--- config.mk ---
export PLATFORM = sky130hd
export DESIGN_NAME = acs_seq
export DESIGN_NICKNAME = d
export VERILOG_FILES = /design/src/design/acs_pkg.sv /design/src/design/acs_pinsync.sv /design/src/design/acs_mtimer.sv /design/src/design/acs_seq.sv
export SDC_FILE = /design/constraint.sdc
export NUM_CORES = 1
export LEC_CHECK = 0
export ABC_AREA = 0
export BUFFER_PORTS_ARGS = -buffer_cell sky130_fd_sc_hd__buf_2
export CORE_AREA = 4 4 146 148
export CTS_CLUSTER_DIAMETER = 60
export CTS_CLUSTER_SIZE = 8
export DETAILED_ROUTE_END_ITERATION = 16
export DIE_AREA = 0 0 150 152
export MAX_ROUTING_LAYER = met4
export SYNTH_ARGS = -nofsm -noshare
export SYNTH_HDL_FRONTEND = slang
export SYNTH_SLANG_ARGS = --single-unit
export TNS_END_PERCENT = 50
--- constraint.sdc ---
create_clock -name CLK -period 3 [get_ports CLK]
set_input_delay 0.15 -clock CLK [delete_from_list [all_inputs] [get_ports CLK]]
set_output_delay 0.15 -clock CLK [all_outputs]
set_load 0.1 [all_outputs]
--- src/design/acs_pkg.sv ---
// Purpose: shared constants, types and timing tables of the sequencer
// Assumes: timing table counts are in master clock cycles, framing counts in serial clocks
// Notes: master clock is an enable pulse every MCLK_DIV system clocks
package acs_pkg;

  // ============================================================
  // command byte layout
  localparam int CMD_MSB = 7;        // set on every action command
  localparam int CMD_CONT_BIT = 6;   // continuous conversion select
  localparam logic [2:0] CC_CONV = 3'h0;    // plain conversion
  localparam logic [2:0] CC_OFFSET = 3'h5;  // offset calibration
  localparam logic [2:0] CC_GAIN = 3'h6;    // gain calibration
  localparam logic [7:0] STAY_CODE = 8'h00;  // keep converting
  localparam logic [7:0] EXIT_CODE = 8'hFF;  // leave continuous mode

  // ============================================================
  // serial framing
  localparam logic [5:0] CMD_BITS = 6'h08;   // bits per command byte
  localparam logic [5:0] FLAG_CLOCKS = 6'h08; // flag clearing clocks
  localparam logic [5:0] DATA_CLOCKS = 6'h20; // result word clocks

  // ============================================================
  // register layout and reset values
  localparam logic [31:0] GAIN_RESET = 32'h0100_0000; // unity gain
  localparam logic [31:0] OFFSET_RESET = 32'h0000_0000;
  localparam int RES_LSB = 8;   // result occupies [31:8]
  localparam int OVR_BIT = 2;   // over_range_flag position

  // ============================================================
  // timing
  localparam int CNT_W = 22;               // widest count in tables
  localparam logic [3:0] MCLK_DIV = 4'h8;  // 40 MHz to 5 MHz
  localparam logic [CNT_W-1:0] OFS_TRIM0 = 22'd608;
  localparam logic [CNT_W-1:0] OFS_TRIM1 = 22'd729;
  localparam logic [CNT_W-1:0] GAIN_TRIM0 = 22'd128;
  localparam logic [CNT_W-1:0] GAIN_TRIM1 = 22'd153;
  localparam logic [CNT_W-1:0] LATER_BASE0 = 22'd40960;
  localparam logic [CNT_W-1:0] LATER_BASE1 = 22'd49152;
  localparam logic [CNT_W-1:0] FAST_BASE0 = 22'd1280;
  localparam logic [CNT_W-1:0] FAST_BASE1 = 22'd1536;

  // sequencer states
  typedef enum logic [2:0] {
    ST_CMD = 3'b000,     // shifting in a command byte
    ST_BUSY = 3'b001,    // converting or calibrating, line high
    ST_FLAG = 3'b010,    // result ready, line low
    ST_CLR = 3'b011,     // eight flag clearing clocks
    ST_DATA = 3'b100,    // shifting out the result word
    ST_CALDONE = 3'b101  // calibration finished, line low
  } acs_state_t;

  // action of the running command
  typedef enum logic [1:0] {
    K_CONV = 2'b00,
    K_OFFSET = 2'b01,
    K_GAIN = 2'b10
  } acs_kind_t;

  // single conversion length; unused codes fall back to 0000
  function automatic logic [CNT_W-1:0] acs_single(input logic f,
                                                   input logic [3:0] w);
    case ({f, w})
      5'h01: acs_single = 22'd335288;
      5'h02: acs_single = 22'd662968;
      5'h03: acs_single = 22'd1318328;
      5'h04: acs_single = 22'd2629048;
      5'h08: acs_single = 22'd7592;
      5'h09: acs_single = 22'd17848;
      5'h0A: acs_single = 22'd28088;
      5'h0B: acs_single = 22'd48568;
      5'h0C: acs_single = 22'd89528;
      5'h10: acs_single = 22'd205738;
      5'h11: acs_single = 22'd402346;
      5'h12: acs_single = 22'd795562;
      5'h13: acs_single = 22'd1581994;
      5'h14: acs_single = 22'd3154858;
      5'h18: acs_single = 22'd9110;
      5'h19: acs_single = 22'd21418;
      5'h1A: acs_single = 22'd33706;
      5'h1B: acs_single = 22'd58282;
      5'h1C: acs_single = 22'd107434;
      default: acs_single = f ? 22'd205738 : 22'd171448;
    endcase
  endfunction : acs_single

  // first continuous conversion length
  function automatic logic [CNT_W-1:0] acs_first(input logic f,
                                                  input logic [3:0] w);
    case ({f, w})
      5'h01: acs_first = 22'd171448;
      5'h02: acs_first = 22'd335288;
      5'h03: acs_first = 22'd662968;
      5'h04: acs_first = 22'd1318328;
      5'h08: acs_first = 22'd2472;
      5'h09: acs_first = 22'd12728;
      5'h0A: acs_first = 22'd17848;
      5'h0B: acs_first = 22'd28088;
      5'h0C: acs_first = 22'd48568;
      5'h10: acs_first = 22'd107434;
      5'h11: acs_first = 22'd205738;
      5'h12: acs_first = 22'd402346;
      5'h13: acs_first = 22'd795562;
      5'h14: acs_first = 22'd1581994;
      5'h18: acs_first = 22'd2966;
      5'h19: acs_first = 22'd15274;
      5'h1A: acs_first = 22'd21418;
      5'h1B: acs_first = 22'd33706;
      5'h1C: acs_first = 22'd58282;
      default: acs_first = f ? 22'd107434 : 22'd89528;
    endcase
  endfunction : acs_first

  // later continuous conversions double with each code step
  function automatic logic [CNT_W-1:0] acs_later(input logic f,
                                                  input logic [3:0] w);
    logic [CNT_W-1:0] b;
    b = w[3] ? (f ? FAST_BASE1 : FAST_BASE0)
             : (f ? LATER_BASE1 : LATER_BASE0);
    // unused codes fall back to code 0000 and so cannot overflow
    if (w[2:0] > 3'h4) acs_later = f ? LATER_BASE1 : LATER_BASE0;
    else acs_later = b << w[2:0];
  endfunction : acs_later

endpackage : acs_pkg

--- src/design/acs_pinsync.sv ---
// Purpose: brings the serial clock and data pins into the CLK domain
// Assumes: pins toggle far slower than CLK
// Notes: edges are found on the second stage only
`timescale 1ns/1ps
module acs_pinsync (
  input wire logic clk,
  input wire logic nrst,
  input wire logic sclk_pin,
  input wire logic sdi_pin,
  output logic sclk_rise,
  output logic sclk_fall,
  output logic sdi_s
);
  // ============================================================
  // two-flop synchronisers plus one history stage
  logic sclk_m_q;  // metastable stage, read by sclk_s_q only
  logic sclk_s_q;  // synchronised level
  logic sclk_h_q;  // previous synchronised level
  logic sdi_m_q;   // metastable stage, read by sdi_s_q only
  logic sdi_s_q;   // synchronised level

  // sampling chain
  always_ff @(posedge clk) begin
    if (!nrst) begin
      sclk_m_q <= 1'b0;
      sclk_s_q <= 1'b0;
      sclk_h_q <= 1'b0;
      sdi_m_q <= 1'b0;
      sdi_s_q <= 1'b0;
    end else begin
      sclk_m_q <= sclk_pin;
      sclk_s_q <= sclk_m_q;
      sclk_h_q <= sclk_s_q;
      sdi_m_q <= sdi_pin;
      sdi_s_q <= sdi_m_q;
    end
  end

  // edge decode on settled stages
  assign sclk_rise = sclk_s_q & ~sclk_h_q;
  assign sclk_fall = ~sclk_s_q & sclk_h_q;
  assign sdi_s = sdi_s_q;
endmodule : acs_pinsync

--- src/design/acs_mtimer.sv ---
// Purpose: master clock divider and conversion length down counter
// Assumes: load is at least one
// Notes: done pulses for one CLK cycle when the count expires
`timescale 1ns/1ps
module acs_mtimer
  import acs_pkg::*;
(
  input wire logic clk,
  input wire logic nrst,
  input wire logic start,
  input wire logic stop,
  input wire logic [CNT_W-1:0] load,
  output logic busy,
  output logic done
);
  // ============================================================
  // master clock enable
  logic [3:0] div_q;         // divider phase
  logic mtick;               // one master clock cycle
  logic [CNT_W-1:0] cnt_q;   // remaining master cycles
  logic busy_q;              // counting

  assign mtick = (div_q == MCLK_DIV - 4'h1);

  // divider runs freely
  always_ff @(posedge clk) begin
    if (!nrst) div_q <= 4'h0;
    else div_q <= mtick ? 4'h0 : div_q + 4'h1;
  end

  // ============================================================
  // down counter; start wins over stop and expiry
  always_ff @(posedge clk) begin
    if (!nrst) begin
      cnt_q <= '0;
      busy_q <= 1'b0;
    end else if (start) begin
      cnt_q <= load;
      busy_q <= 1'b1;
    end else if (stop) begin
      busy_q <= 1'b0;
    end else if (busy_q && mtick) begin
      cnt_q <= cnt_q - 22'd1;
      if (cnt_q == 22'd1) busy_q <= 1'b0;
    end
  end

  // done ignores start: the sequencer restarts on done, a loop otherwise
  assign done = busy_q && mtick && (cnt_q == 22'd1) && !stop;
  assign busy = busy_q;
endmodule : acs_mtimer

--- src/design/acs_seq.sv ---
// Purpose: command driven calibration and conversion sequencer
// Assumes: filter result and calibration word are valid at timer end
// Notes: serial pins are sampled through two flops before use
`timescale 1ns/1ps

module acs_seq
  import acs_pkg::*;
#(
  parameter int TIME_SHIFT = 0  // divides every length for simulation
) (
  input wire logic CLK,
  input wire logic NRST,
  input wire logic SCLK,
  input wire logic SERIAL_DATA_IN,
  input wire logic FILTER_RATE_SELECT,
  input wire logic [3:0] WORD_RATE_FIELD,
  input wire logic UNIPOLAR,
  input wire logic [23:0] CONV_WORD,
  input wire logic OVER_RANGE_IN,
  input wire logic [31:0] CAL_WORD,
  output logic SERIAL_DATA_OUT,
  output logic [31:0] GAIN_REG,
  output logic [31:0] OFFSET_REG,
  output logic [31:0] CONV_DATA,
  output logic DATA_MODE,
  output logic CONT_MODE,
  output logic [3:0] RUN_WORD_RATE,
  output logic RUN_FILTER_RATE_SELECT,
  output logic RUN_UNIPOLAR,
  output logic [1:0] RUN_KIND
);
  // ============================================================
  // declarations
  acs_state_t state_q, state_d;  // sequencer state
  acs_kind_t kind_q;             // action being run
  logic [5:0] cnt_q;             // serial clocks in this phase
  logic [7:0] sr_q;              // command or control byte
  logic [31:0] sh_q;             // outgoing word
  logic [31:0] data_q;           // conversion data register
  logic [31:0] gain_q;           // gain register
  logic [31:0] offset_q;         // offset register
  logic sdo_q;                   // serial_data_out level
  logic cont_q;                  // continuous mode active
  logic exit_q;                  // leave after this read
  logic [3:0] wr_q;              // latched word_rate_field
  logic frs_q;                   // latched filter_rate_select
  logic uni_q;                   // latched polarity
  logic dmode_q;                 // port in data mode
  logic rise, fall, sdi_s;       // synchronised pin events
  logic tmr_busy, tmr_done;      // timer handshake
  logic tmr_start, tmr_stop;     // timer control
  logic [CNT_W-1:0] tmr_load;    // timer length

  // scale a master clock count, never below one cycle
  function automatic logic [CNT_W-1:0] scaled(input logic [CNT_W-1:0] c);
    logic [CNT_W-1:0] s;
    s = c >> TIME_SHIFT;
    scaled = (s == '0) ? 22'd1 : s;
  endfunction : scaled

  // ============================================================
  // pin synchroniser and timer
  acs_pinsync u_sync (
    .clk(CLK),
    .nrst(NRST),
    .sclk_pin(SCLK),
    .sdi_pin(SERIAL_DATA_IN),
    .sclk_rise(rise),
    .sclk_fall(fall),
    .sdi_s(sdi_s)
  );

  acs_mtimer u_tmr (
    .clk(CLK),
    .nrst(NRST),
    .start(tmr_start),
    .stop(tmr_stop),
    .load(tmr_load),
    .busy(tmr_busy),
    .done(tmr_done)
  );

  // ============================================================
  // command decode
  wire [7:0] cmd_byte = {sr_q[6:0], sdi_s};       // byte being completed
  wire byte_end = rise && (cnt_q == CMD_BITS - 6'h01);
  wire cmd_take = (state_q == ST_CMD) && byte_end && cmd_byte[CMD_MSB];
  wire cmd_cont = cmd_byte[CMD_CONT_BIT];
  wire cmd_ofs = (cmd_byte[2:0] == CC_OFFSET);
  wire cmd_gain = (cmd_byte[2:0] == CC_GAIN);
  wire clr_end = (state_q == ST_CLR) && rise &&
                 (cnt_q == FLAG_CLOCKS - 6'h01);
  wire data_end = (state_q == ST_DATA) && rise &&
                  (cnt_q == DATA_CLOCKS - 6'h01);
  wire waiting = (state_q == ST_BUSY) || (state_q == ST_FLAG);
  // fresh word: result in [31:8], over_range_flag at bit 2
  wire [31:0] fresh = {CONV_WORD, 5'h00, OVER_RANGE_IN, 2'h0};

  // lengths follow the settings present when the command lands
  // offset trim
  wire [CNT_W-1:0] ofs_len = acs_single(FILTER_RATE_SELECT,
    WORD_RATE_FIELD) - (FILTER_RATE_SELECT ? OFS_TRIM1 : OFS_TRIM0);
  wire [CNT_W-1:0] gain_len = acs_single(FILTER_RATE_SELECT,
    WORD_RATE_FIELD) - (FILTER_RATE_SELECT ? GAIN_TRIM1 : GAIN_TRIM0);
  wire [CNT_W-1:0] one_len = acs_single(FILTER_RATE_SELECT,
    WORD_RATE_FIELD);
  wire [CNT_W-1:0] first_len = acs_first(FILTER_RATE_SELECT,
    WORD_RATE_FIELD);
  wire [CNT_W-1:0] later_len = acs_later(frs_q, wr_q);

  // continuous restart
  // timer restarts by itself while continuous mode lasts
  assign tmr_start = (cmd_take && (cmd_ofs || cmd_gain || cmd_cont ||
                      cmd_byte[2:0] == CC_CONV)) ||
                     (tmr_done && cont_q && !exit_q);
  assign tmr_stop = data_end && (!cont_q || exit_q);
  assign tmr_load = !cmd_take ? scaled(later_len) :
                    cmd_ofs ? scaled(ofs_len) :
                    cmd_gain ? scaled(gain_len) :
                    cmd_cont ? scaled(first_len) : scaled(one_len);

  // ============================================================
  // next state
  always_comb begin
    state_d = state_q;
    case (state_q)
      ST_CMD: begin
        if (tmr_start) state_d = ST_BUSY;
      end
      ST_BUSY: begin
        if (tmr_done && kind_q != K_CONV) state_d = ST_CALDONE;
        else if (tmr_done) state_d = ST_FLAG;
      end
      ST_FLAG: begin
        if (rise) state_d = ST_CLR;
      end
      ST_CLR: begin
        if (clr_end) state_d = ST_DATA;
      end
      ST_DATA: begin
        if (data_end) state_d = (cont_q && !exit_q) ? ST_BUSY : ST_CMD;
      end
      ST_CALDONE: begin
        // line stays low until the next byte starts
        if (rise) state_d = ST_CMD;
      end
      default: state_d = ST_CMD;
    endcase
  end

  // ============================================================
  // state and serial counters
  always_ff @(posedge CLK) begin
    if (!NRST) begin
      state_q <= ST_CMD;
      dmode_q <= 1'b0;
      cnt_q <= 6'h00;
      sr_q <= 8'h00;
    end else begin
      state_q <= state_d;
      dmode_q <= (state_d != ST_CMD);
      // only the rise leaving a calibration flag is a command bit
      if (state_q != state_d) cnt_q <= (state_q == ST_CALDONE ||
        state_d == ST_CLR) ? 6'h01 : 6'h00;
      else if (rise) cnt_q <= byte_end && state_q == ST_CMD ? 6'h00
                              : cnt_q + 6'h01;
      if (rise) sr_q <= cmd_byte;
    end
  end

  // ============================================================
  // latched command and settings
  always_ff @(posedge CLK) begin
    if (!NRST) begin
      kind_q <= K_CONV;
      cont_q <= 1'b0;
      exit_q <= 1'b0;
      wr_q <= 4'h0;
      frs_q <= 1'b0;
      uni_q <= 1'b0;
    end else if (cmd_take) begin
      kind_q <= cmd_ofs ? K_OFFSET : (cmd_gain ? K_GAIN : K_CONV);
      cont_q <= cmd_cont && !cmd_ofs && !cmd_gain;
      exit_q <= 1'b0;
      wr_q <= WORD_RATE_FIELD;
      frs_q <= FILTER_RATE_SELECT;
      uni_q <= UNIPOLAR;
    end else begin
      if (clr_end && cont_q) exit_q <= (cmd_byte == EXIT_CODE);
      if (clr_end && cmd_byte == STAY_CODE) exit_q <= 1'b0;
      if (tmr_stop) cont_q <= 1'b0;
    end
  end

  // ============================================================
  // calibration and data registers
  always_ff @(posedge CLK) begin
    if (!NRST) begin
      gain_q <= GAIN_RESET;
      offset_q <= OFFSET_RESET;
      data_q <= '0;
    end else if (tmr_done && waiting) begin
      if (kind_q == K_OFFSET) offset_q <= CAL_WORD;
      if (kind_q == K_GAIN) gain_q <= CAL_WORD;
      if (kind_q == K_CONV) data_q <= fresh;
    end
  end

  // ============================================================
  // serial_data_out drive
  always_ff @(posedge CLK) begin
    if (!NRST) begin
      sdo_q <= 1'b1;
      sh_q <= '0;
    end else begin
      case (state_d)
        ST_CMD, ST_BUSY: sdo_q <= 1'b1;
        ST_FLAG, ST_CALDONE, ST_CLR: sdo_q <= 1'b0;
        ST_DATA: begin
          if (fall) sdo_q <= sh_q[31];
        end
        default: sdo_q <= 1'b1;
      endcase
      if (clr_end) sh_q <= data_q;
      else if (fall && state_q == ST_DATA) sh_q <= {sh_q[30:0], 1'b0};
    end
  end

  // outputs straight from flops
  assign SERIAL_DATA_OUT = sdo_q;
  assign GAIN_REG = gain_q;
  assign OFFSET_REG = offset_q;
  assign CONV_DATA = data_q;
  assign CONT_MODE = cont_q;
  assign RUN_WORD_RATE = wr_q;
  assign RUN_FILTER_RATE_SELECT = frs_q;
  assign RUN_UNIPOLAR = uni_q;
  assign RUN_KIND = kind_q;
  assign DATA_MODE = dmode_q;
endmodule : acs_seq

==> metrics.md, run 1 <==
| Metric | Value |
|---|---|
| Fmax achieved | `0.367 GHz` |
| Int Pwr | `3.73 mW` |
| I/O Buffers | `166` |
| Post-synthesis simple-gate area fraction | `0.260` |
| Die X | `150 um` |
| Clk Latency, worst-skew pair | `430 ps` |
| Sequential share of power | `0.483` |
| Largest family of logic cells by synthesized area | `simple AND/OR/NAND/NOR gates` |
| CP endpoint kind | `flip-flop` |
| Mapped cell area | `8550 um2` |
| Clock power frac | `0.453` |
| First-pass GRT wire length | `39,600 um` |
| Min-Delay Path Class | `in2reg` |
| DRT antenna net count | `0` |
| Initial DRC Count | `430` |
| DRC viols | `0` |
| RSZ-0062 raised after global routing | `false` |
| FILL cells | `1,970` |
| Core Region | `20,000 um2` |
| Clock skew | `11.7 ps` |
| Ys Warns | `0` |
| CTS Buffer Depth | `2` |
| Xor and xnor fraction of the mapped netlist area | `0.0348` |
| Hold Slack | `85.2 ps` |
| Vias in the first global route | `7,841` |
| Final setup vio count | `0` |
| Synth Register Bits | `179` |
| Pleak | `4.30 nW` |
| TritonCTS Buffers | `17` |
| Comb pwr share | `0.064` |
| Sequential-to-total area share from yosys stat | `0.419` |
| Layout cell share with drive strength beyond 1 | `0.187` |
| Post-Synth Adder-Cell Area | `0.0158` |
| Synth async-reset ratio | `0` |
| Final hold vios | `0` |
| CTS Sinks | `179` |
| DRT Wirelength | `23,900 um` |
| Predominant post-synthesis flop cell | `dfxtp_1` |
| Slew @ Worst Pin | `871 ps` |
| CTS root buffer | `clkbuf_16` |
| CP Max Fanout | `6` |
| GR Util All Layers | `0.215` |
| Yosys cell types | `70` |
| CP Launch Type | `flip-flop` |
| Top-level port count | `174` |
| CP Class | `reg2reg` |
| Starting Density | `0.427` |
| Die area | `22,800 um2` |
| Max Slew Vio Count | `0` |
| Fin crit share | `0.907` |
| Chip height | `152 um` |
| Vias | `8,176` |
| DRT Pass-1 Iters | `5` |
| Largest net degree at the start of global routing | `73` |
| Setup TNS | `0 ps` |
| Mux contribution to synthesized area | `0.0307` |
| Avg Cell Area, Syn | `7.75 um2` |
| Post-synth EDFFs | `0` |
| Post-synthesis compound-gate area fraction | `0.190` |
| TritonCTS clock tree | `yes` |
| Minimum clock period after layout | `2720 ps` |
| Final GP Congestion | `0.846` |
| Worst rel slew slack | `0.418` |
| VDD IR max | `0.356 mV` |
| Switching power | `1.22 mW` |
| Avg WL per Cell | `15.2 um` |
| Switch share | `0.247` |
| Crit path DAT | `3050 ps` |
| Cells after Synth | `1,103` |
| Vias per cell | `5.18` |
| Total of max-cap violations | `0` |
| Power Density | `457 nW/um2` |
| H-tree depth | `4` |
| Status | `complete, no violations` |
| Row count | `52` |
| Initial antenna violation count | `0` |
| Antenna diode count | `0` |
| Most common cell after layout, fill and taps aside | `nand2_1` |
| GR Overflow Total | `0` |
| Worst-path clk slew | `70 ps` |
| Final nets | `1,372` |
| Hpwl dp | `16,200 um` |
| Most frequent cells in the layout | `nand2_1, dfxtp_1, buf_2` |
| Area Overhead vs Synth | `26.7%` |
| Req. time, crit path | `3330 ps` |
==> through the flow <==
stage                     utilization  cell area [um2]  instances  worst slack, ps  power (mW)
final                           0.540            10800       1578              278        4.95
after global routing            0.540            10800       1578             34.6        5.15
after CTS                       0.540            10800       1578              299        5.00
after detailed placement        0.481             9630       1486              313        2.70
after global placement          0.481             9630       1486              359        2.70
after floorplan                     -             8570       1109              502        2.61
==> state kept, by name, summed over array words and instances (netlist names), 2 cells and up <==
name,flops
u_tmr.div_q,4
cnt_q,6
state_q,3
OFFSET_REG,32
GAIN_REG,32
CONV_DATA,25
u_tmr.cnt_q,22
sh_q,30
RUN_KIND,2
RUN_WORD_RATE,4
sr_q,7
==> path summary, 6_finish.rpt <==
kind | start | endpoint | slack, ps | cells past startpoint
hold / removal | WORD_RATE_FIELD[2] | RUN_WORD_RATE[2]$_SDFFE_PN0P_ | 90 | 3
setup reg to reg | cnt_q[0]$_SDFFE_PN0P_ | u_tmr.cnt_q[12]$_SDFFE_PN0P_ | 280 | 8
hold reg to reg | u_sync.sclk_m_q$_SDFF_PN0_ | u_sync.sclk_s_q$_SDFF_PN0_ | 440 | 1
setup / recovery | cnt_q[0]$_SDFFE_PN0P_ | u_tmr.cnt_q[12]$_SDFFE_PN0P_ | 280 | 8
==> what timing repair did <==
action	in CTS	in global routing
endpoints found under the hold margin	92	0
setup buffers	0	0
gates resized for setup	0	0
endpoints found under the setup margin	0	0
hold buffers	60	0
==> synth_stat cells (7+ instances only) <==
| cell | number | area [um2] |
|---|---|---|
| or3_1 | 8 | 50.1 |
| xor2_1 | 13 | 114 |
| and2_1 | 10 | 62.6 |
| xnor2_1 | 21 | 184 |
| dfxtp_1 | 179 | 3580 |
| a211oi_1 | 41 | 308 |
| buf_4 | 7 | 52.6 |
| ha_1 | 10 | 125 |
| nor3_1 | 31 | 155 |
| buf_2 | 17 | 85.1 |
| nor2_1 | 78 | 293 |
| nor2b_1 | 11 | 68.8 |
| nand2b_1 | 13 | 81.3 |
| and3_1 | 7 | 43.8 |
| nand2_1 | 263 | 987 |
| o21ai_0 | 20 | 100 |
| nand4_1 | 9 | 56.3 |
| inv_1 | 11 | 41.3 |
| nand3_1 | 20 | 100 |
| clkbuf_1 | 59 | 221 |
| mux2i_1 | 24 | 240 |
| nor4_1 | 9 | 56.3 |
| a21oi_1 | 144 | 721 |
==> power groups by stage <==
stage	Clock [mW]	Combinational, mW	Sequential [mW]
after floorplan	0	0.168	2.44
after global placement	0	0.253	2.44
after detailed placement	0	0.253	2.44
after CTS	2.30	0.315	2.39
after global routing	2.41	0.347	2.39
final	2.24	0.317	2.39
==> cell type report <==
class	instances	area (um2)	area share
Multi-Input combinational cell	832	4590	0.424
Sequential cell	179	3580	0.331
Timing Repair Buffer	254	1680	0.155
Clock buffer	18	439	0.0406
Tap cell	270	338	0.0312
Clock inverter	14	159	0.0147
Inverter	11	43.8	0.00404
==> critical path, cell delays in order, from the launching register on <==
cell,delay [ps]
dfxtp_1,390
ha_1,250
nor4bb_1,490
or4b_1,630
and3_1,340
nand2_1,120
xnor2_1,110
nor2_1,50
a311oi_1,250
==> cells by family (layout without fill, tap and decap cells) <==
group	count (synthesis)	after routing
AO/OA/AOI/OAI	264	264
XOR/XNOR	34	34
adder cells (fa/ha/maj)	11	11
buffers and inverters	98	297
flip-flops	179	179
multiplexers	26	26
other	1	7
AND/OR/NAND/NOR	490	490
==> metal layers <==
layer	routed length (um)	track usage	vias up
li1	-	-	4191
met1	11200	0.280	3760
met2	11200	0.334	189
met3	1060	0.0486	36
met4	489	0.0671	0
met5	0	-	-
No activity file was read; power rests on OpenSTA's default activity.
==> run 2: changes to the inputs <==
--- a/config.mk
+++ b/config.mk
@@ -7,11 +7,11 @@
 export LEC_CHECK = 0
 export ABC_AREA = 0
 export BUFFER_PORTS_ARGS = -buffer_cell sky130_fd_sc_hd__buf_2
-export CORE_AREA = 4 4 146 148
+export CORE_AREA = 2 2 144 146
 export CTS_CLUSTER_DIAMETER = 60
 export CTS_CLUSTER_SIZE = 8
 export DETAILED_ROUTE_END_ITERATION = 16
-export DIE_AREA = 0 0 150 152
+export DIE_AREA = 0 0 146 148
 export MAX_ROUTING_LAYER = met4
 export SYNTH_ARGS = -nofsm -noshare
 export SYNTH_HDL_FRONTEND = slang
==> metrics.md, run 2 (same netlist as run 1, synthesis figures left out) <==
| Metric | Value |
|---|---|
| Worst min-delay path startpoint | `FILTER_RATE_SELECT (was WORD_RATE_FIELD[2])` |
| CP Max Fanout | `12 (was 6)` |
| CTS Sinks | `179 (unchanged)` |
| CP Launch Type | `flip-flop (unchanged)` |
| Final core utilization | `0.538 (was 0.540)` |
| GR Overflow Total | `0 (unchanged)` |
| Max Slew Vio Count | `0 (unchanged)` |
| CTS Buffer Depth | `2 (unchanged)` |
| Cells on worst reg2reg path | `7 (was 8)` |
| Core Region | `20,000 um2 (unchanged)` |
| Starting Density | `0.427 (unchanged)` |
| CP Class | `reg2reg (unchanged)` |
| Power Density | `455 nW/um2 (was 457 nW/um2)` |
| Total of max-cap violations | `0 (unchanged)` |
| DRT Wirelength | `23,700 um (was 23,900 um)` |
| GR Util All Layers | `0.226 (was 0.215)` |
| DRC viols | `0 (unchanged)` |
| Final hold vios | `0 (unchanged)` |
| Crit path DAT | `2900 ps (was 3050 ps)` |
| Crit. Startpoint | `cnt_q[0]$_SDFFE_PN0P_ (unchanged)` |
| Die X | `146 um (was 150 um)` |
| I/O Buffers | `166 (unchanged)` |
| Chip height | `148 um (was 152 um)` |
| Status | `complete, no violations (unchanged)` |
| TritonCTS clock tree | `yes (unchanged)` |
| Area Overhead vs Synth | `26.1% (was 26.7%)` |
| Antenna diode count | `0 (unchanged)` |
| DRT Pass-1 Iters | `5 (unchanged)` |
| Largest net degree at the start of global routing | `83 (was 73)` |
| Min-Delay Path Class | `in2reg (unchanged)` |
| Hpwl dp | `15,800 um (was 16,200 um)` |
| First-pass GRT wire length | `39,200 um (was 39,600 um)` |
| Comb pwr share | `0.064 (about the same)` |
| Layout cell share with drive strength beyond 1 | `0.186 (was 0.187)` |
| Die area | `21,600 um2 (was 22,800 um2)` |
| Reg-to-reg critical path endpoint | `u_tmr.cnt_q[10]$_SDFFE_PN0P_ (was u_tmr.cnt_q[12]$_SDFFE_PN0P_)` |
| Fmax achieved | `0.381 GHz (was 0.367 GHz)` |
| Minimum clock period after layout | `2620 ps (was 2720 ps)` |
| RSZ-0062 raised after global routing | `false (unchanged)` |
| Final nets | `1,370 (was 1,372)` |
| Req. time, crit path | `3280 ps (was 3330 ps)` |
| Vias per cell | `5.20 (was 5.18)` |
| Vias | `8,188 (was 8,176)` |
| Clock power frac | `0.450 (was 0.453)` |
| Slew @ Worst Pin | `884 ps (was 871 ps)` |
| Area after DPL | `9590 um2 (was 9630 um2)` |
| FILL cells | `1,979 (was 1,970)` |
| Hold Path End | `RUN_FILTER_RATE_SELECT$_SDFFE_PN0P_ (was RUN_WORD_RATE[2]$_SDFFE_PN0P_)` |
| Post-CTS setup buffers | `0 (unchanged)` |
| Most common cell after layout, fill and taps aside | `nand2_1 (unchanged)` |
| Switch share | `0.260 (was 0.247)` |
| H-tree depth | `4 (unchanged)` |
| Worst-path clk slew | `70 ps (about the same)` |
| Int Pwr | `3.63 mW (was 3.73 mW)` |
| Fin crit share | `0.874 (was 0.907)` |
| Hold path cells | `3 (unchanged)` |
| FF-to-FF setup slack | `380 ps (was 280 ps)` |
| Clk Latency, worst-skew pair | `440 ps (was 430 ps)` |
| Top-level port count | `174 (unchanged)` |
| VDD IR max | `0.381 mV (was 0.356 mV)` |
| Worst r2r src | `cnt_q[0]$_SDFFE_PN0P_ (unchanged)` |
| Worst rel slew slack | `0.411 (was 0.418)` |
| Sequential share of power | `0.486 (was 0.483)` |
| Final GP Congestion | `0.896 (was 0.846)` |
| Vias in the first global route | `7,820 (was 7,841)` |
| DRT antenna net count | `0 (unchanged)` |
| Final setup vio count | `0 (unchanged)` |
| Initial antenna violation count | `0 (unchanged)` |
| Pleak | `4.28 nW (was 4.30 nW)` |
| Power Total | `4.91 mW (was 4.95 mW)` |
| Most frequent cells in the layout | `nand2_1, dfxtp_1, buf_2 (unchanged)` |
| CTS root buffer | `clkbuf_16 (unchanged)` |
| Row count | `52 (unchanged)` |
| Final instance area | `10,800 um2 (about the same)` |
| Switching power | `1.28 mW (was 1.22 mW)` |
| Setup TNS | `0 ps (unchanged)` |
| CP endpoint kind | `flip-flop (unchanged)` |
| TritonCTS Buffers | `17 (unchanged)` |
| Initial DRC Count | `596 (was 430)` |
| Avg WL per Cell | `15.1 um (was 15.2 um)` |
| Clock skew | `13.1 ps (was 11.7 ps)` |
## run 2: layout make-up
| cell class | instances | area [um2] | share of cell area |
|---|---|---|---|
| sequential | 179 | 3580 | 0.333 |
| multi-input combinational | 832 | 4590 | 0.426 |
| clock inverter | 15 | 160 | 0.0149 |
| tap | 270 | 338 | 0.0313 |
| timing repair buffer | 252 | 1640 | 0.152 |
| clock buffer | 17 | 425 | 0.0395 |
| inverter | 11 | 43.8 | 0.00406 |
## run 2: worst max path at each step
| stage | slack [ps] | end |
|---|---|---|
| global placement | 470 | u_tmr.cnt_q[21]$_SDFFE_PN0P_ |
| floorplan | 500 | u_tmr.cnt_q[5]$_SDFFE_PN0P_ |
| CTS | 390 | u_tmr.cnt_q[15]$_SDFFE_PN0P_ |
| global route | 130 | u_tmr.cnt_q[12]$_SDFFE_PN0P_ |
| finish | 380 | u_tmr.cnt_q[10]$_SDFFE_PN0P_ |
| detailed placement | 400 | u_tmr.cnt_q[15]$_SDFFE_PN0P_ |
## run 2: critical path, stage by stage, from the launching register on
cell      delay, ps
dfxtp_1         380
ha_1            240
nor4bb_1        440
and3_1          290
and2_1          460
nor3_1          170
a211oi_1        390
a211oi_1         90
## run 2: power groups by stage
stage,registers (mW),clock network (mW),logic [mW]
after CTS,2.39,2.25,0.311
final,2.39,2.21,0.314
after floorplan,2.44,0,0.168
after global routing,2.39,2.33,0.343
after detailed placement,2.44,0,0.249
after global placement,2.44,0,0.251
## run 2: metrics by stage
step                worst slack, ps  instances  hold WS (ps)
floorplan                       502       1109           274
global placement                472       1484           358
detailed placement              396       1484           369
CTS                             388       1576          40.5
global route                    129       1576          52.0
finish                          378       1576          48.9
## run 2: what timing repair did
action | 4_1_cts | 5_1_grt
resized for setup | 0 | 0
hold buffers | 60 | 0
hold endpoints to repair | 92 | 0
## run 2: layer usage
layer,vias up,share of wire,global-route usage
met5,-,0,-
li1,4189,-,-
met4,0,0.012,0.0621
met2,258,0.46,0.358
met3,28,0.057,0.0398
met1,3713,0.47,0.298
==> run 3: changes to the inputs <==
--- a/config.mk
+++ b/config.mk
@@ -7,12 +7,13 @@
 export LEC_CHECK = 0
 export ABC_AREA = 0
 export BUFFER_PORTS_ARGS = -buffer_cell sky130_fd_sc_hd__buf_2
-export CORE_AREA = 2 2 144 146
+export CORE_AREA = 2 2 119 178
 export CTS_CLUSTER_DIAMETER = 60
 export CTS_CLUSTER_SIZE = 8
 export DETAILED_ROUTE_END_ITERATION = 16
-export DIE_AREA = 0 0 146 148
+export DIE_AREA = 0 0 121 180
 export MAX_ROUTING_LAYER = met4
+export REMOVE_ABC_BUFFERS = 1
 export SYNTH_ARGS = -nofsm -noshare
 export SYNTH_HDL_FRONTEND = slang
 export SYNTH_SLANG_ARGS = --single-unit
==> metrics.md, run 3 (same netlist as run 1, synthesis figures left out) <==
| Metric | Value |
|---|---|
| Clk Latency, worst-skew pair | `430 ps (was 440 ps)` |
| Vias per cell | `5.22 (was 5.20)` |
| Final setup vio count | `0 (unchanged)` |
| Initial DRC Count | `518 (was 596)` |
| Worst r2r src | `u_tmr.cnt_q[3]$_SDFFE_PN0P_ (was cnt_q[0]$_SDFFE_PN0P_)` |
| Routed wl met3 | `739 um (was 1350 um)` |
| Fin crit share | `0.883 (was 0.874)` |
| CP Class | `reg2reg (unchanged)` |
| DRT Pass-1 Iters | `5 (unchanged)` |
| I/O Buffers | `166 (unchanged)` |
| Avg WL per Cell | `15.0 um (was 15.1 um)` |
| Final instance area | `10,800 um2 (about the same)` |
| Initial antenna violation count | `0 (unchanged)` |
| CP endpoint kind | `flip-flop (unchanged)` |
| Power Total | `4.85 mW (was 4.91 mW)` |
| Largest net degree at the start of global routing | `54 (was 83)` |
| TritonCTS Buffers | `17 (unchanged)` |
| Final GP Congestion | `0.868 (was 0.896)` |
| Top-level port count | `174 (unchanged)` |
| Row count | `64 (was 52)` |
| Die area | `21,800 um2 (was 21,600 um2)` |
| Hpwl dp | `16,300 um (was 15,800 um)` |
| Final hold vios | `0 (unchanged)` |
| Chip height | `180 um (was 148 um)` |
| Die X | `121 um (was 146 um)` |
| CTS root buffer | `clkbuf_16 (unchanged)` |
| VDD IR max | `0.381 mV (about the same)` |
| FF-to-FF setup slack | `350 ps (was 380 ps)` |
| DRT antenna net count | `0 (unchanged)` |
| Vias in the first global route | `7,581 (was 7,820)` |
| Most frequent cells in the layout | `nand2_1, dfxtp_1, buf_2 (unchanged)` |
| Core Region | `20,300 um2 (was 20,000 um2)` |
| Final nets | `1,376 (was 1,370)` |
| Starting Density | `0.422 (was 0.427)` |
| CP Max Fanout | `10 (was 12)` |
| Total of max-cap violations | `0 (unchanged)` |
| CP Launch Type | `flip-flop (unchanged)` |
| Final Worst Setup Slack | `351 ps (was 378 ps)` |
| RSZ-0062 raised after global routing | `false (unchanged)` |
| Clock skew | `14.3 ps (was 13.1 ps)` |
| Hold path cells | `3 (unchanged)` |
| GR Overflow Total | `0 (unchanged)` |
| H-tree depth | `4 (unchanged)` |
| Worst-path clk slew | `80 ps (was 70 ps)` |
| CTS Buffer Depth | `2 (unchanged)` |
| Most common cell after layout, fill and taps aside | `nand2_1 (unchanged)` |
| Max Slew Vio Count | `0 (unchanged)` |
| Power Density | `449 nW/um2 (was 455 nW/um2)` |
| Minimum clock period after layout | `2650 ps (was 2620 ps)` |
| Min-Delay Path Class | `in2reg (unchanged)` |
| DRT Wirelength | `23,600 um (was 23,700 um)` |
| DRC viols | `0 (unchanged)` |
| Worst rel slew slack | `0.620 (was 0.411)` |
| Reg-to-reg critical path endpoint | `u_tmr.cnt_q[21]$_SDFFE_PN0P_ (was u_tmr.cnt_q[10]$_SDFFE_PN0P_)` |
| Area Overhead vs Synth | `26.3% (was 26.1%)` |
| First-pass GRT wire length | `38,000 um (was 39,200 um)` |
| Pleak | `4.28 nW (about the same)` |
| Slew @ Worst Pin | `569 ps (was 884 ps)` |
| Req. time, crit path | `3370 ps (was 3280 ps)` |
| Cells on worst reg2reg path | `6 (was 7)` |
| Wire length on met1 | `9930 um (was 11,200 um)` |
| Fmax achieved | `0.378 GHz (was 0.381 GHz)` |
| Layout cell share with drive strength beyond 1 | `0.189 (was 0.186)` |
| Worst slack at placement | `360 ps (was 396 ps)` |
| Worst min-delay path startpoint | `WORD_RATE_FIELD[2] (was FILTER_RATE_SELECT)` |
| Crit path DAT | `3020 ps (was 2900 ps)` |
| FILL cells | `1,939 (was 1,979)` |
| Multi-input gate area | `4590 um2 (unchanged)` |
| Vias | `8,228 (was 8,188)` |
| GR Util All Layers | `0.223 (was 0.226)` |
| Met2 routed WL | `12,300 um (was 10,900 um)` |
| Max Used Layer | `met4 (unchanged)` |
| CTS Sinks | `179 (unchanged)` |
| Area after DPL | `9630 um2 (was 9590 um2)` |
| Antenna diode count | `0 (unchanged)` |
| Area occupied by registers | `3580 um2 (unchanged)` |
| Status | `complete, no violations (unchanged)` |
| Hold Path End | `RUN_WORD_RATE[2]$_SDFFE_PN0P_ (was RUN_FILTER_RATE_SELECT$_SDFFE_PN0P_)` |
| TritonCTS clock tree | `yes (unchanged)` |
| Post-CTS setup buffers | `0 (unchanged)` |
==> run 3: cell types whose count changed in the layout (fill, tap and decap cells not counted), sizes merged <==
cell / before / now
buf: 192 / 198
bufinv: 0 / 1
clkbuf: 17 / 19
clkinv: 7 / 4
clkinvlp: 0 / 4
inv: 19 / 15
==> run 3: area by class of cell <==
type                    instances  share of cell area
clock buffers                  19              0.0410
clock inverters                13              0.0117
inverters                      11             0.00406
multi-input cells             832               0.425
flip-flops and latches        179               0.332
well taps                     264              0.0306
repair buffers                258               0.156
==> run 3: worst max-delay path, stage by stage (launching register included) <==
cell and delay, ps:
dfxtp_1 350, or4_1 640, and4b_2 390, nand3_2 160, o22a_1 380, nor4b_1 510
o21a_1 160
==> run 3: report_power, final <==
part / total (mW) / internal, mW / leakage [nW] / switching [mW]
logic: 0.320 / 0.137 / 2.57 / 0.183
registers: 2.39 / 2.38 / 1.44 / 0.00624
clock network: 2.14 / 1.18 / 0.267 / 0.960
==> run 3: per-stage QoR <==
| step | util | instances | setup TNS, ps | hold WS [ps] |
|---|---|---|---|---|
| floorplan | - | 1022 | -22890 | 222 |
| global placement | 0.475 | 1484 | 0 | 363 |
| detailed placement | 0.475 | 1484 | 0 | 381 |
| CTS | 0.533 | 1576 | 0 | 65.9 |
| global route | 0.533 | 1576 | 0 | 88.7 |
| finish | 0.533 | 1576 | 0 | 89.0 |
==> run 3: repair_timing <==
| action | 4_1_cts | 5_1_grt |
|---|---|---|
| gates resized for setup | 0 | 0 |
| hold endpoints to repair | 92 | 0 |
| hold buffers | 60 | 0 |
==> run 3: worst max-delay path by stage <==
stage | slack, ps | cells after the start | start | to
floorplan | -850 | 4 | state_q[2]$_SDFF_PN0_ | sh_q[10]$_SDFFE_PN0P_
global placement | 400 | 7 | u_tmr.cnt_q[3]$_SDFFE_PN0P_ | OFFSET_REG[0]$_SDFFE_PN0P_
detailed placement | 360 | 7 | u_tmr.cnt_q[3]$_SDFFE_PN0P_ | OFFSET_REG[20]$_SDFFE_PN0P_
CTS | 330 | 7 | u_tmr.cnt_q[3]$_SDFFE_PN0P_ | OFFSET_REG[20]$_SDFFE_PN0P_
global route | 150 | 7 | u_tmr.cnt_q[3]$_SDFFE_PN0P_ | GAIN_REG[4]$_SDFFE_PN0P_
finish | 350 | 6 | u_tmr.cnt_q[3]$_SDFFE_PN0P_ | u_tmr.cnt_q[21]$_SDFFE_PN0P_
==> run 3: routing by layer <==
| metal | global-route usage | vias up |
|---|---|---|
| met5 | - | - |
| met4 | 0.0828 | 0 |
| met1 | 0.256 | 3826 |
| met2 | 0.387 | 178 |
| met3 | 0.0314 | 36 |
| li1 | - | 4188 |
